==> src/design/vic_pkg.sv <==
package vic_pkg;

  // ==========================================================
  // Register subaddresses
  localparam int unsigned       VIC_ADDR_W = 8;
  localparam logic [7:0] VIC_A_GEN    = 8'h21;
  localparam logic [7:0] VIC_A_FMT    = 8'h22;
  localparam logic [7:0] VIC_A_VOFS_L = 8'h23;
  localparam logic [7:0] VIC_A_VOFS_H = 8'h24;
  localparam logic [7:0] VIC_A_HOFS_L = 8'h25;
  localparam logic [7:0] VIC_A_HOFS_H = 8'h26;
  localparam logic [7:0] VIC_A_VLEN_L = 8'h27;
  localparam logic [7:0] VIC_A_VLEN_H = 8'h28;
  localparam logic [7:0] VIC_A_HLEN_L = 8'h29;
  localparam logic [7:0] VIC_A_HLEN_H = 8'h2A;
  localparam logic [7:0] VIC_A_CLS    = 8'h2B;
  localparam logic [7:0] VIC_A_CLE    = 8'h2C;
  localparam logic [7:0] VIC_A_LFS    = 8'h2D;
  localparam logic [7:0] VIC_A_LFE    = 8'h2E;

  // ==========================================================
  // Field positions
  localparam int unsigned VIC_G_HPOL  = 0;
  localparam int unsigned VIC_G_VPOL  = 1;
  localparam int unsigned VIC_G_CPOL  = 2;
  localparam int unsigned VIC_G_LPOL  = 3;
  localparam int unsigned VIC_G_ORDER = 4;
  localparam int unsigned VIC_G_RGB   = 5;
  localparam int unsigned VIC_G_EN    = 6;
  localparam int unsigned VIC_G_ILACE = 7;
  localparam int unsigned VIC_F_QPOL  = 0;
  localparam int unsigned VIC_F_APOL  = 1;
  localparam int unsigned VIC_F_FMT   = 2;
  localparam int unsigned VIC_F_FLD   = 4;
  localparam int unsigned VIC_F_INV   = 6;

  // ==========================================================
  // Widths and values after reset
  localparam int unsigned VIC_LINE_W = 11;
  localparam int unsigned VIC_PIX_W  = 12;
  localparam int unsigned VIC_DLY_W  = 8;
  localparam logic [7:0]  VIC_CFG_RST = 8'h00;
  localparam logic [11:0] VIC_WIN_RST = 12'h000;
  localparam logic [7:0]  VIC_DLY_RST = 8'h00;

  typedef enum logic [1:0] {VIC_FLD_ALL, VIC_FLD_ALT, VIC_FLD_ODD, VIC_FLD_EVEN} vic_fld_e;
  typedef enum logic [1:0] {VIC_YUV_656, VIC_YUV_411, VIC_YUV_422, VIC_YUV_444} vic_fmt_e;

endpackage

==> src/design/vic_capture.sv <==
`timescale 1ns/1ps
module vic_capture #(
  parameter int unsigned DATA_W = 24
) (
  input  wire logic                            clock,
  input  wire logic                            rst,
  input  wire logic                            reg_wr,
  input  wire logic [vic_pkg::VIC_ADDR_W-1:0]  reg_addr,
  input  wire logic [7:0]                      reg_wdata,
  input  wire logic                            line_sync_pin,
  input  wire logic                            frame_sync_pin,
  input  wire logic                            yuv_clock_qualifier,
  input  wire logic                            yuv_active_qualifier,
  input  wire logic [DATA_W-1:0]               adc0_data,
  input  wire logic [DATA_W-1:0]               adc1_data,
  input  wire logic [DATA_W-1:0]               yuv_data,
  output logic                                 pix_valid,
  output logic [DATA_W-1:0]                    pix_data,
  output logic                                 pix_from_adc1,
  output logic                                 field_id,
  output logic                                 rgb_mode,
  output vic_pkg::vic_fmt_e                    yuv_format,
  output logic                                 clamp_pulse,
  output logic                                 level_correction_pulse
);
  import vic_pkg::*;

  // ==========================================================
  // Parameter check
  if (DATA_W < 8) begin : g_chk
    $error("DATA_W below 8 is not supported");
  end

  // True when a level equals its active polarity
  function automatic logic act(input logic lvl, input logic pol);
    act = ~(lvl ^ pol);
  endfunction

  // Window test, one bit wider so offset plus length cannot wrap
  function automatic logic in_win(input logic [12:0] c, input logic [12:0] o,
                                  input logic [12:0] n);
    in_win = (c >= o) && (c < 13'(o + n));
  endfunction

  // ==========================================================
  // Configuration registers, write only
  logic [7:0]            gen_ff, fmt_ff;
  logic [VIC_LINE_W-1:0] vofs_ff, vlen_ff;
  logic [VIC_PIX_W-1:0]  hofs_ff, hlen_ff;
  logic [VIC_DLY_W-1:0]  cls_ff, cle_ff, lfs_ff, lfe_ff;

  // Low byte at the odd-numbered subaddress, upper bits at the next
  always_ff @(posedge clock) begin
    if (rst) begin
      gen_ff  <= VIC_CFG_RST;
      fmt_ff  <= VIC_CFG_RST;
      vofs_ff <= VIC_WIN_RST[VIC_LINE_W-1:0];
      vlen_ff <= VIC_WIN_RST[VIC_LINE_W-1:0];
      hofs_ff <= VIC_WIN_RST;
      hlen_ff <= VIC_WIN_RST;
      cls_ff  <= VIC_DLY_RST;
      cle_ff  <= VIC_DLY_RST;
      lfs_ff  <= VIC_DLY_RST;
      lfe_ff  <= VIC_DLY_RST;
    end else if (reg_wr) begin
      case (reg_addr)
        VIC_A_GEN:    gen_ff <= reg_wdata;
        VIC_A_FMT:    fmt_ff <= reg_wdata;
        VIC_A_VOFS_L: vofs_ff[7:0] <= reg_wdata;
        VIC_A_VOFS_H: vofs_ff[10:8] <= reg_wdata[2:0];
        VIC_A_HOFS_L: hofs_ff[7:0] <= reg_wdata;
        VIC_A_HOFS_H: hofs_ff[11:8] <= reg_wdata[3:0];
        VIC_A_VLEN_L: vlen_ff[7:0] <= reg_wdata;
        VIC_A_VLEN_H: vlen_ff[10:8] <= reg_wdata[2:0];
        VIC_A_HLEN_L: hlen_ff[7:0] <= reg_wdata;
        VIC_A_HLEN_H: hlen_ff[11:8] <= reg_wdata[3:0];
        VIC_A_CLS:    cls_ff <= reg_wdata;
        VIC_A_CLE:    cle_ff <= reg_wdata;
        VIC_A_LFS:    lfs_ff <= reg_wdata;
        VIC_A_LFE:    lfe_ff <= reg_wdata;
        default: ;
      endcase
    end
  end

  logic     is_rgb, samp_en;
  vic_fld_e fld_mode;
  assign is_rgb   = gen_ff[VIC_G_RGB];
  assign samp_en  = gen_ff[VIC_G_EN];
  assign fld_mode = vic_fld_e'(fmt_ff[VIC_F_FLD +: 2]);
  assign rgb_mode = is_rgb;
  assign yuv_format = vic_fmt_e'(fmt_ff[VIC_F_FMT +: 2]);

  // ==========================================================
  // Pin synchronisers: three stages, level accepted once 2 and 3 agree
  // Bit 0 line sync, 1 frame sync, 2 clock qualifier, 3 active qualifier
  logic [3:0] s1_ff, s2_ff, s3_ff, lvl_ff, lvl_q_ff;
  always_ff @(posedge clock) begin
    if (rst) begin
      s1_ff    <= 4'h0;
      s2_ff    <= 4'h0;
      s3_ff    <= 4'h0;
      lvl_ff   <= 4'h0;
      lvl_q_ff <= 4'h0;
    end else begin
      s1_ff    <= {yuv_active_qualifier, yuv_clock_qualifier, frame_sync_pin, line_sync_pin};
      s2_ff    <= s1_ff;
      s3_ff    <= s2_ff;
      lvl_ff   <= (s2_ff & s3_ff) | (lvl_ff & (s2_ff ^ s3_ff));
      lvl_q_ff <= lvl_ff;
    end
  end

  // Active-high sync is asserted by a rising pin, so its end is the falling edge
  logic hs_act, hs_was, vs_act, vs_was, hs_lead, hs_trail, vs_lead, vs_trail;
  assign hs_act   = act(lvl_ff[0], gen_ff[VIC_G_HPOL]);
  assign hs_was   = act(lvl_q_ff[0], gen_ff[VIC_G_HPOL]);
  assign vs_act   = act(lvl_ff[1], gen_ff[VIC_G_VPOL]);
  assign vs_was   = act(lvl_q_ff[1], gen_ff[VIC_G_VPOL]);
  assign hs_lead  = hs_act & ~hs_was;
  assign hs_trail = ~hs_act & hs_was;
  assign vs_lead  = vs_act & ~vs_was;
  assign vs_trail = ~vs_act & vs_was;

  logic q_ok;
  assign q_ok = act(lvl_ff[2], fmt_ff[VIC_F_QPOL]);

  // ==========================================================
  // Field identity latched at frame sync lead
  logic field_ff, alt_ff, fld_ok, fld_raw;
  assign fld_raw = ~hs_act ^ fmt_ff[VIC_F_INV];
  always_ff @(posedge clock) begin
    if (rst) begin
      field_ff <= 1'b0;
      alt_ff   <= 1'b0;
    end else if (vs_lead) begin
      field_ff <= fld_raw;
      alt_ff   <= ~alt_ff;
    end
  end

  // Decoded every cycle so a mode write mid-field never lets a wrong field through
  always_comb begin
    case (fld_mode)
      VIC_FLD_ALL:  fld_ok = 1'b1;
      VIC_FLD_ALT:  fld_ok = alt_ff;
      VIC_FLD_ODD:  fld_ok = field_ff;
      VIC_FLD_EVEN: fld_ok = ~field_ff;
      default:      fld_ok = 1'b1;
    endcase
  end

  // ==========================================================
  // Line and pixel counters; both saturate so no window recurs in a line
  logic [VIC_LINE_W-1:0] line_ff;
  logic [VIC_PIX_W-1:0]  pix_ff;
  logic                  pix_tick;
  // YUV counts only clocks marked by the clock qualifier
  assign pix_tick = is_rgb | q_ok;
  always_ff @(posedge clock) begin
    if (rst) begin
      line_ff <= '0;
    end else if (vs_trail) begin
      line_ff <= '0;
    end else if (hs_trail && line_ff != '1) begin
      line_ff <= line_ff + 1'b1;
    end
  end

  always_ff @(posedge clock) begin
    if (rst) begin
      pix_ff <= '0;
    end else if (hs_trail) begin
      pix_ff <= '0;
    end else if (pix_tick && pix_ff != '1) begin
      pix_ff <= pix_ff + 1'b1;
    end
  end

  // ==========================================================
  // Capture decision and converter alternation
  logic in_v, in_h, cap, phase_ff, use_adc1;
  assign in_v = in_win({2'b00, line_ff}, {2'b00, vofs_ff}, {2'b00, vlen_ff});
  assign in_h = in_win({1'b0, pix_ff}, {1'b0, hofs_ff}, {1'b0, hlen_ff});
  assign cap  = samp_en & in_v & in_h & ~hs_trail & ~vs_trail &
                (is_rgb | (q_ok & fld_ok & act(lvl_ff[3], fmt_ff[VIC_F_APOL])));
  assign use_adc1 = phase_ff ^ gen_ff[VIC_G_ORDER];

  // Phase restarts each line so the programmed converter always goes first
  always_ff @(posedge clock) begin
    if (rst || hs_trail) begin
      phase_ff <= 1'b0;
    end else if (cap && is_rgb) begin
      phase_ff <= ~phase_ff;
    end
  end

  logic              vld_ff, adc1_ff, fid_ff;
  logic [DATA_W-1:0] data_ff;
  always_ff @(posedge clock) begin
    if (rst) begin
      vld_ff  <= 1'b0;
      data_ff <= '0;
      adc1_ff <= 1'b0;
      fid_ff  <= 1'b0;
    end else begin
      vld_ff <= cap;
      if (cap) begin
        data_ff <= !is_rgb ? yuv_data : (use_adc1 ? adc1_data : adc0_data);
        adc1_ff <= is_rgb & use_adc1;
        // Non-interlaced RGB has no field, so the identity reads zero
        fid_ff  <= (is_rgb && !gen_ff[VIC_G_ILACE]) ? 1'b0 : field_ff;
      end
    end
  end
  assign pix_valid     = vld_ff;
  assign pix_data      = data_ff;
  assign pix_from_adc1 = adc1_ff;
  assign field_id      = fid_ff;

  // ==========================================================
  // Delay counters from the leading and trailing line sync edges
  logic [VIC_DLY_W-1:0] ld_cnt_ff, tr_cnt_ff;
  logic                 ld_run_ff, tr_run_ff;
  always_ff @(posedge clock) begin
    if (rst) begin
      ld_cnt_ff <= '0;
      ld_run_ff <= 1'b0;
    end else if (hs_lead) begin
      ld_cnt_ff <= '0;
      ld_run_ff <= 1'b1;
    end else if (ld_run_ff) begin
      ld_cnt_ff <= ld_cnt_ff + 1'b1;
      ld_run_ff <= (ld_cnt_ff != '1); // Stop after 255 so compares fire once
    end
  end

  always_ff @(posedge clock) begin
    if (rst) begin
      tr_cnt_ff <= '0;
      tr_run_ff <= 1'b0;
    end else if (hs_trail) begin
      tr_cnt_ff <= '0;
      tr_run_ff <= 1'b1;
    end else if (tr_run_ff) begin
      tr_cnt_ff <= tr_cnt_ff + 1'b1;
      tr_run_ff <= (tr_cnt_ff != '1);
    end
  end

  // ==========================================================
  // Pulse state; release wins if both compares hit in one cycle
  logic clamp_on_ff, lvl_on_ff, clamp_pin_ff, lvl_pin_ff;
  always_ff @(posedge clock) begin
    if (rst) begin
      clamp_on_ff <= 1'b0;
    end else if (ld_run_ff && ld_cnt_ff == cle_ff) begin
      clamp_on_ff <= 1'b0;
    end else if (ld_run_ff && ld_cnt_ff == cls_ff) begin
      clamp_on_ff <= 1'b1;
    end
  end

  always_ff @(posedge clock) begin
    if (rst) begin
      lvl_on_ff <= 1'b0;
    end else if (tr_run_ff && tr_cnt_ff == lfe_ff) begin
      lvl_on_ff <= 1'b0;
    end else if (ld_run_ff && ld_cnt_ff == lfs_ff) begin
      lvl_on_ff <= 1'b1;
    end
  end

  // Pins register the polarity so the analog side sees no glitch on a write
  always_ff @(posedge clock) begin
    if (rst) begin
      clamp_pin_ff <= 1'b1;
      lvl_pin_ff   <= 1'b1;
    end else begin
      clamp_pin_ff <= ~(clamp_on_ff ^ gen_ff[VIC_G_CPOL]);
      lvl_pin_ff   <= ~(lvl_on_ff ^ gen_ff[VIC_G_LPOL]);
    end
  end
  assign clamp_pulse            = clamp_pin_ff;
  assign level_correction_pulse = lvl_pin_ff;
endmodule // vic_capture

==> config.mk <==
export PLATFORM = sky130hd
export DESIGN_NAME = vic_capture
export DESIGN_NICKNAME = d
export VERILOG_FILES = /design/src/design/vic_pkg.sv /design/src/design/vic_capture.sv
export SDC_FILE = /design/constraint.sdc
export NUM_CORES = 1
export LEC_CHECK = 0
export ABC_AREA = 0
export BUFFER_PORTS_ARGS = -buffer_cell sky130_fd_sc_hd__clkbuf_2
export CORE_UTILIZATION = 29
export DETAILED_ROUTE_END_ITERATION = 7
export PLACE_DENSITY_LB_ADDON = 0.1
export SLEW_MARGIN = 10
export SYNTH_ARGS = -nofsm -noshare
export SYNTH_HDL_FRONTEND = slang
export SYNTH_SLANG_ARGS = --single-unit
==> constraint.sdc <==
create_clock -name clock -period 8.6 [get_ports clock]
set_clock_uncertainty 0.15 [all_clocks]
set_input_delay 0.86 -clock clock [delete_from_list [all_inputs] [get_ports clock]]
set_output_delay 0.86 -clock clock [all_outputs]
set_load 0.02 [all_outputs]
==> flow_summary.toml <==
[power]
p_per_area_nw_per_um2 = 153
cellLeakagePower_uw = 0.00503
vdd_ir_drop_max_mv = 0.136

[floorplanning]
floorplan.rows = 67
core-area_um2 = 33700
dieHeight_um = 188
floorplan.initialDensity_pct = 29.6
die_w_um = 188
floorplan.die_area_um2 = 35200
ioPinCount = 127

[placement]
instance_count_after_placement_with_tap_cells_included = 1648
weighted_congestion_at_the_end_of_routability_driven_global_placement = 0.806
detailed_place_hpwl_mm = 18.9
placedInstanceArea_um2 = 11000
buffer_ports.inserted = 126

[worst_setup_path]
timing.critical_path.arrival_ns = 4.72
critical_path_required_ns = 8.82
worst_path_largest_cell_delay_ns = 0.55
critPathMaxFanout = 29
reg2reg_to = "pix_from_adc1$_SDFFE_PP0P_"
worstPathBufferInverterCount = 1
crit_family = "compound AO/OA/AOI/OAI gates"
worst-r2r-setup-slack_ns = 4.10
worst-setup-path-type = "reg -> reg"
timing.critical_path.to = "pix_from_adc1$_SDFFE_PP0P_"
timing.critical_path.from = "vofs_ff[0]$_SDFFE_PP0P_"
timing.critical_path.to_type = "flop"
start_kind = "flop"
stages_on_worst_setup_path = 17
worst_r2r_path_cells = 17
timing.rr.start = "vofs_ff[0]$_SDFFE_PP0P_"
most_repeated_library_cell_on_the_critical_path = "a21oi_1"
timing.critical_path.slowest_stage_cell = "a2111oi_1"
worstPathCellList = "ha_1 > fa_1 > a21o_1 > a21oi_1 > o21bai_1 > a2111oi_1 > o31ai_1 > a21oi_1 > xor2_1 > ha_1 > or4_4 > a21oi_2 > a31oi_1 > o2bb2ai_2 > buf_4 > or3_1 > a21oi_1"

[finish]
n_fill_cell = 3600
layoutNonFillerInstCount = 1680
stdcell_area_um2 = 11600
area_delta_synth_final_pct = 15.8
num_antenna_cells = 0
layout_cell_share_with_drive_strength_beyond_1_pct = 15.5
final_net_count = 1391
multiInputGateArea_um2 = 5830
regArea_um2 = 3720

[logic_synthesis]
synth_sequential_area_ratio_pct = 37.3
synth_enable_flop_cells = 0
ys_types = 67
synth-seq-cells = 186
yosysWarningCount = 0
synth_async_sr_flop_share_pct = 0
netlist_area_before_placement_um2 = 9990
ys.flop_type = "dfxtp_1"
post_synth_inst_count = 1132
avgSynthCellArea_um2 = 8.82
mappedNetlistNets = 1304

[run_status]
outcome = "completed"

[clock_tree]
cts.sinks = 186
numCtsBuffers = 17
max-clock-path-buffers = 2
clock_tree_from_tritoncts = "done"
path_clk_slew_ns = 0.08
clk_root_buffer_cell = "clkbuf_16"
worst_skew_pair.late_latency_ns = 0.45
post_cts_hold_buffer_count = 0
cts_setup_buffers = 0
cts-resized-gates = 0
ctsHtreeMaxLevel = 4

[worst_hold_path]
hold_depth = 1
hold_path_startpoint = "s1_ff[0]$_SDFF_PP0_"
hp-class = "reg -> reg"

[timing]
fin_worst_hold_slack_ns = 0.289
worst_slew_margin_rel_pct = 23.5
tightest_slew_ns = 1.14
hold_viol_final = 0
clock_period_minus_worst_slack_ns = 4.50
setup-tns-final_ns = 0
grt_setup_unrepaired = "false"
setup_violations = 0
fmax_mhz = 222
slew_violations = 0
period_share_pct = 52.4

[flow_run]
max_cap_violations = 0

[routing]
post_route_drc = 0
vias = 7982
ant_nets = 0
avgRoutedWirePerCell_um = 15.7
drt_iter0_markers = 303
viasPerCell = 4.75
dr.pass1.iters = 5
routed_wl_mm = 26.4

[global_routing]
largest_net_degree_at_the_start_of_global_routing = 79
grt_pass1_wl_mm = 42.3
grt.total_usage_pct = 15.2
grt_antenna_before_repair = 0
globalRoute.totalOverflow = 0
via_count_of_the_first_global_routing_pass = 7741
power by group:
part / internal (uW) / switching, uW / total (uW)
Clock: 399 / 418 / 817
Sequential: 865 / 3.89 / 868
Combinational: 30.0 / 51.4 / 81.5
Yosys cell counts (all sizes together) (2+ instances only):
cell type,count,area (um^2)
nand2b,5,31.3
o21a,4,30.0
a21o,6,46.3
nor4,6,37.5
nor2,135,512
clkbuf,47,176
nand2,87,327
ha,75,938
a21oi,92,468
and3,4,25.0
xnor2,44,385
nand3,40,205
or2,2,12.5
a31oi,6,52.6
nand4,23,150
or3,12,75.1
a311oi,2,17.5
and2,2,12.5
inv,40,150
buf,18,113
o21ai,60,300
a2111oi,2,18.8
o211ai,3,27.5
o31ai,2,20.0
mux2i,102,1030
o2111ai,25,219
o21bai,5,48.8
xor2,40,350
nor3,8,50.1
dfxtp,186,3720
a41oi,2,17.5
nor3b,2,20.0
fa,2,40.0
a2bb2oi,2,23.8
and4,3,26.3
a31o,2,17.5
nor2b,23,144
a211oi,4,35.0
logic make-up after synthesis:
logic type	Yosys count	synth area share, %
muxes	103	10.5
and+or+nand+nor	356	16.7
adders and majority gates	77	9.79
buffers and inverters	105	4.40
xor gates and xnor gates	84	7.36
AOI/OAI and AO/OA	221	14.1
DFF	186	37.3
metrics by stage:
| step | utilization [%] | setup slack [ns] | total power, uW |
|---|---|---|---|
| after floorplan | - | 4.61 | 928 |
| after global placement | 32.5 | 4.15 | 973 |
| after detailed placement | 32.5 | 4.12 | 973 |
| after CTS | 34.3 | 4.08 | 1800 |
| after global routing | 34.3 | 3.78 | 1850 |
| final | 34.3 | 4.10 | 1770 |
worst min-delay path by stage:
stage / to / slack (ns)
floorplan: s2_ff[0]$_SDFF_PP0_ / 0.26
global placement: s2_ff[0]$_SDFF_PP0_ / 0.28
detailed placement: s2_ff[2]$_SDFF_PP0_ / 0.28
CTS: s2_ff[3]$_SDFF_PP0_ / 0.29
global route: s2_ff[0]$_SDFF_PP0_ / 0.29
finish: s2_ff[0]$_SDFF_PP0_ / 0.29
per-layer routing:
layer	wire length, um	track usage (%)	vias to the layer above
met1	12400	19.2	3724
met4	253	3.66	0
met5	0	0	-
met2	13100	26.7	85
met3	613	2.43	19
li1	-	-	4154
flip-flops by register name, summed over array words and instances (netlist names), 7 cells and up:
register,cells
cle_ff,8
hlen_ff,12
vlen_ff,11
pix_data,24
gen_ff,8
lfe_ff,8
line_ff,11
lfs_ff,8
hofs_ff,12
fmt_ff,7
cls_ff,8
pix_ff,12
ld_cnt_ff,8
vofs_ff,11
tr_cnt_ff,8
final cells by class:
type | instances | share of cell area [%]
clock inverters | 15 | 1.65
well taps | 448 | 4.84
clock buffers | 17 | 3.68
multi-input cells | 841 | 50.4
flip-flops and latches | 186 | 32.2
inverters | 40 | 1.30
repair buffers | 133 | 5.92
cell usage in the layout (no fill, tap or decap), types with 3 or more instances in the layout:
cell type | Yosys | layout
o21ai_0 | 36 | 36
xor2_1 | 40 | 40
inv_1 | 40 | 40
a31oi_1 | 5 | 5
o2111ai_1 | 25 | 25
nor2b_1 | 23 | 23
and3_1 | 4 | 4
nand2b_1 | 5 | 5
nor2_1 | 133 | 133
or3_1 | 12 | 12
and4_1 | 3 | 3
a21oi_1 | 90 | 90
o21ai_1 | 24 | 24
buf_4 | 3 | 8
o21bai_1 | 4 | 4
nand2_1 | 87 | 87
nand3_1 | 39 | 39
nor3_1 | 6 | 6
dfxtp_1 | 186 | 185
clkinv_8 | 0 | 6
nor4_1 | 6 | 6
xnor2_1 | 44 | 43
mux2i_1 | 101 | 101
clkbuf_16 | 0 | 17
ha_1 | 75 | 75
o21a_1 | 4 | 4
clkbuf_2 | 0 | 125
nand4_1 | 22 | 22
a211oi_1 | 3 | 3
a21o_1 | 5 | 5
inv_8 | 0 | 3
inv_6 | 0 | 4
No activity file was read; power rests on OpenSTA's default activity.
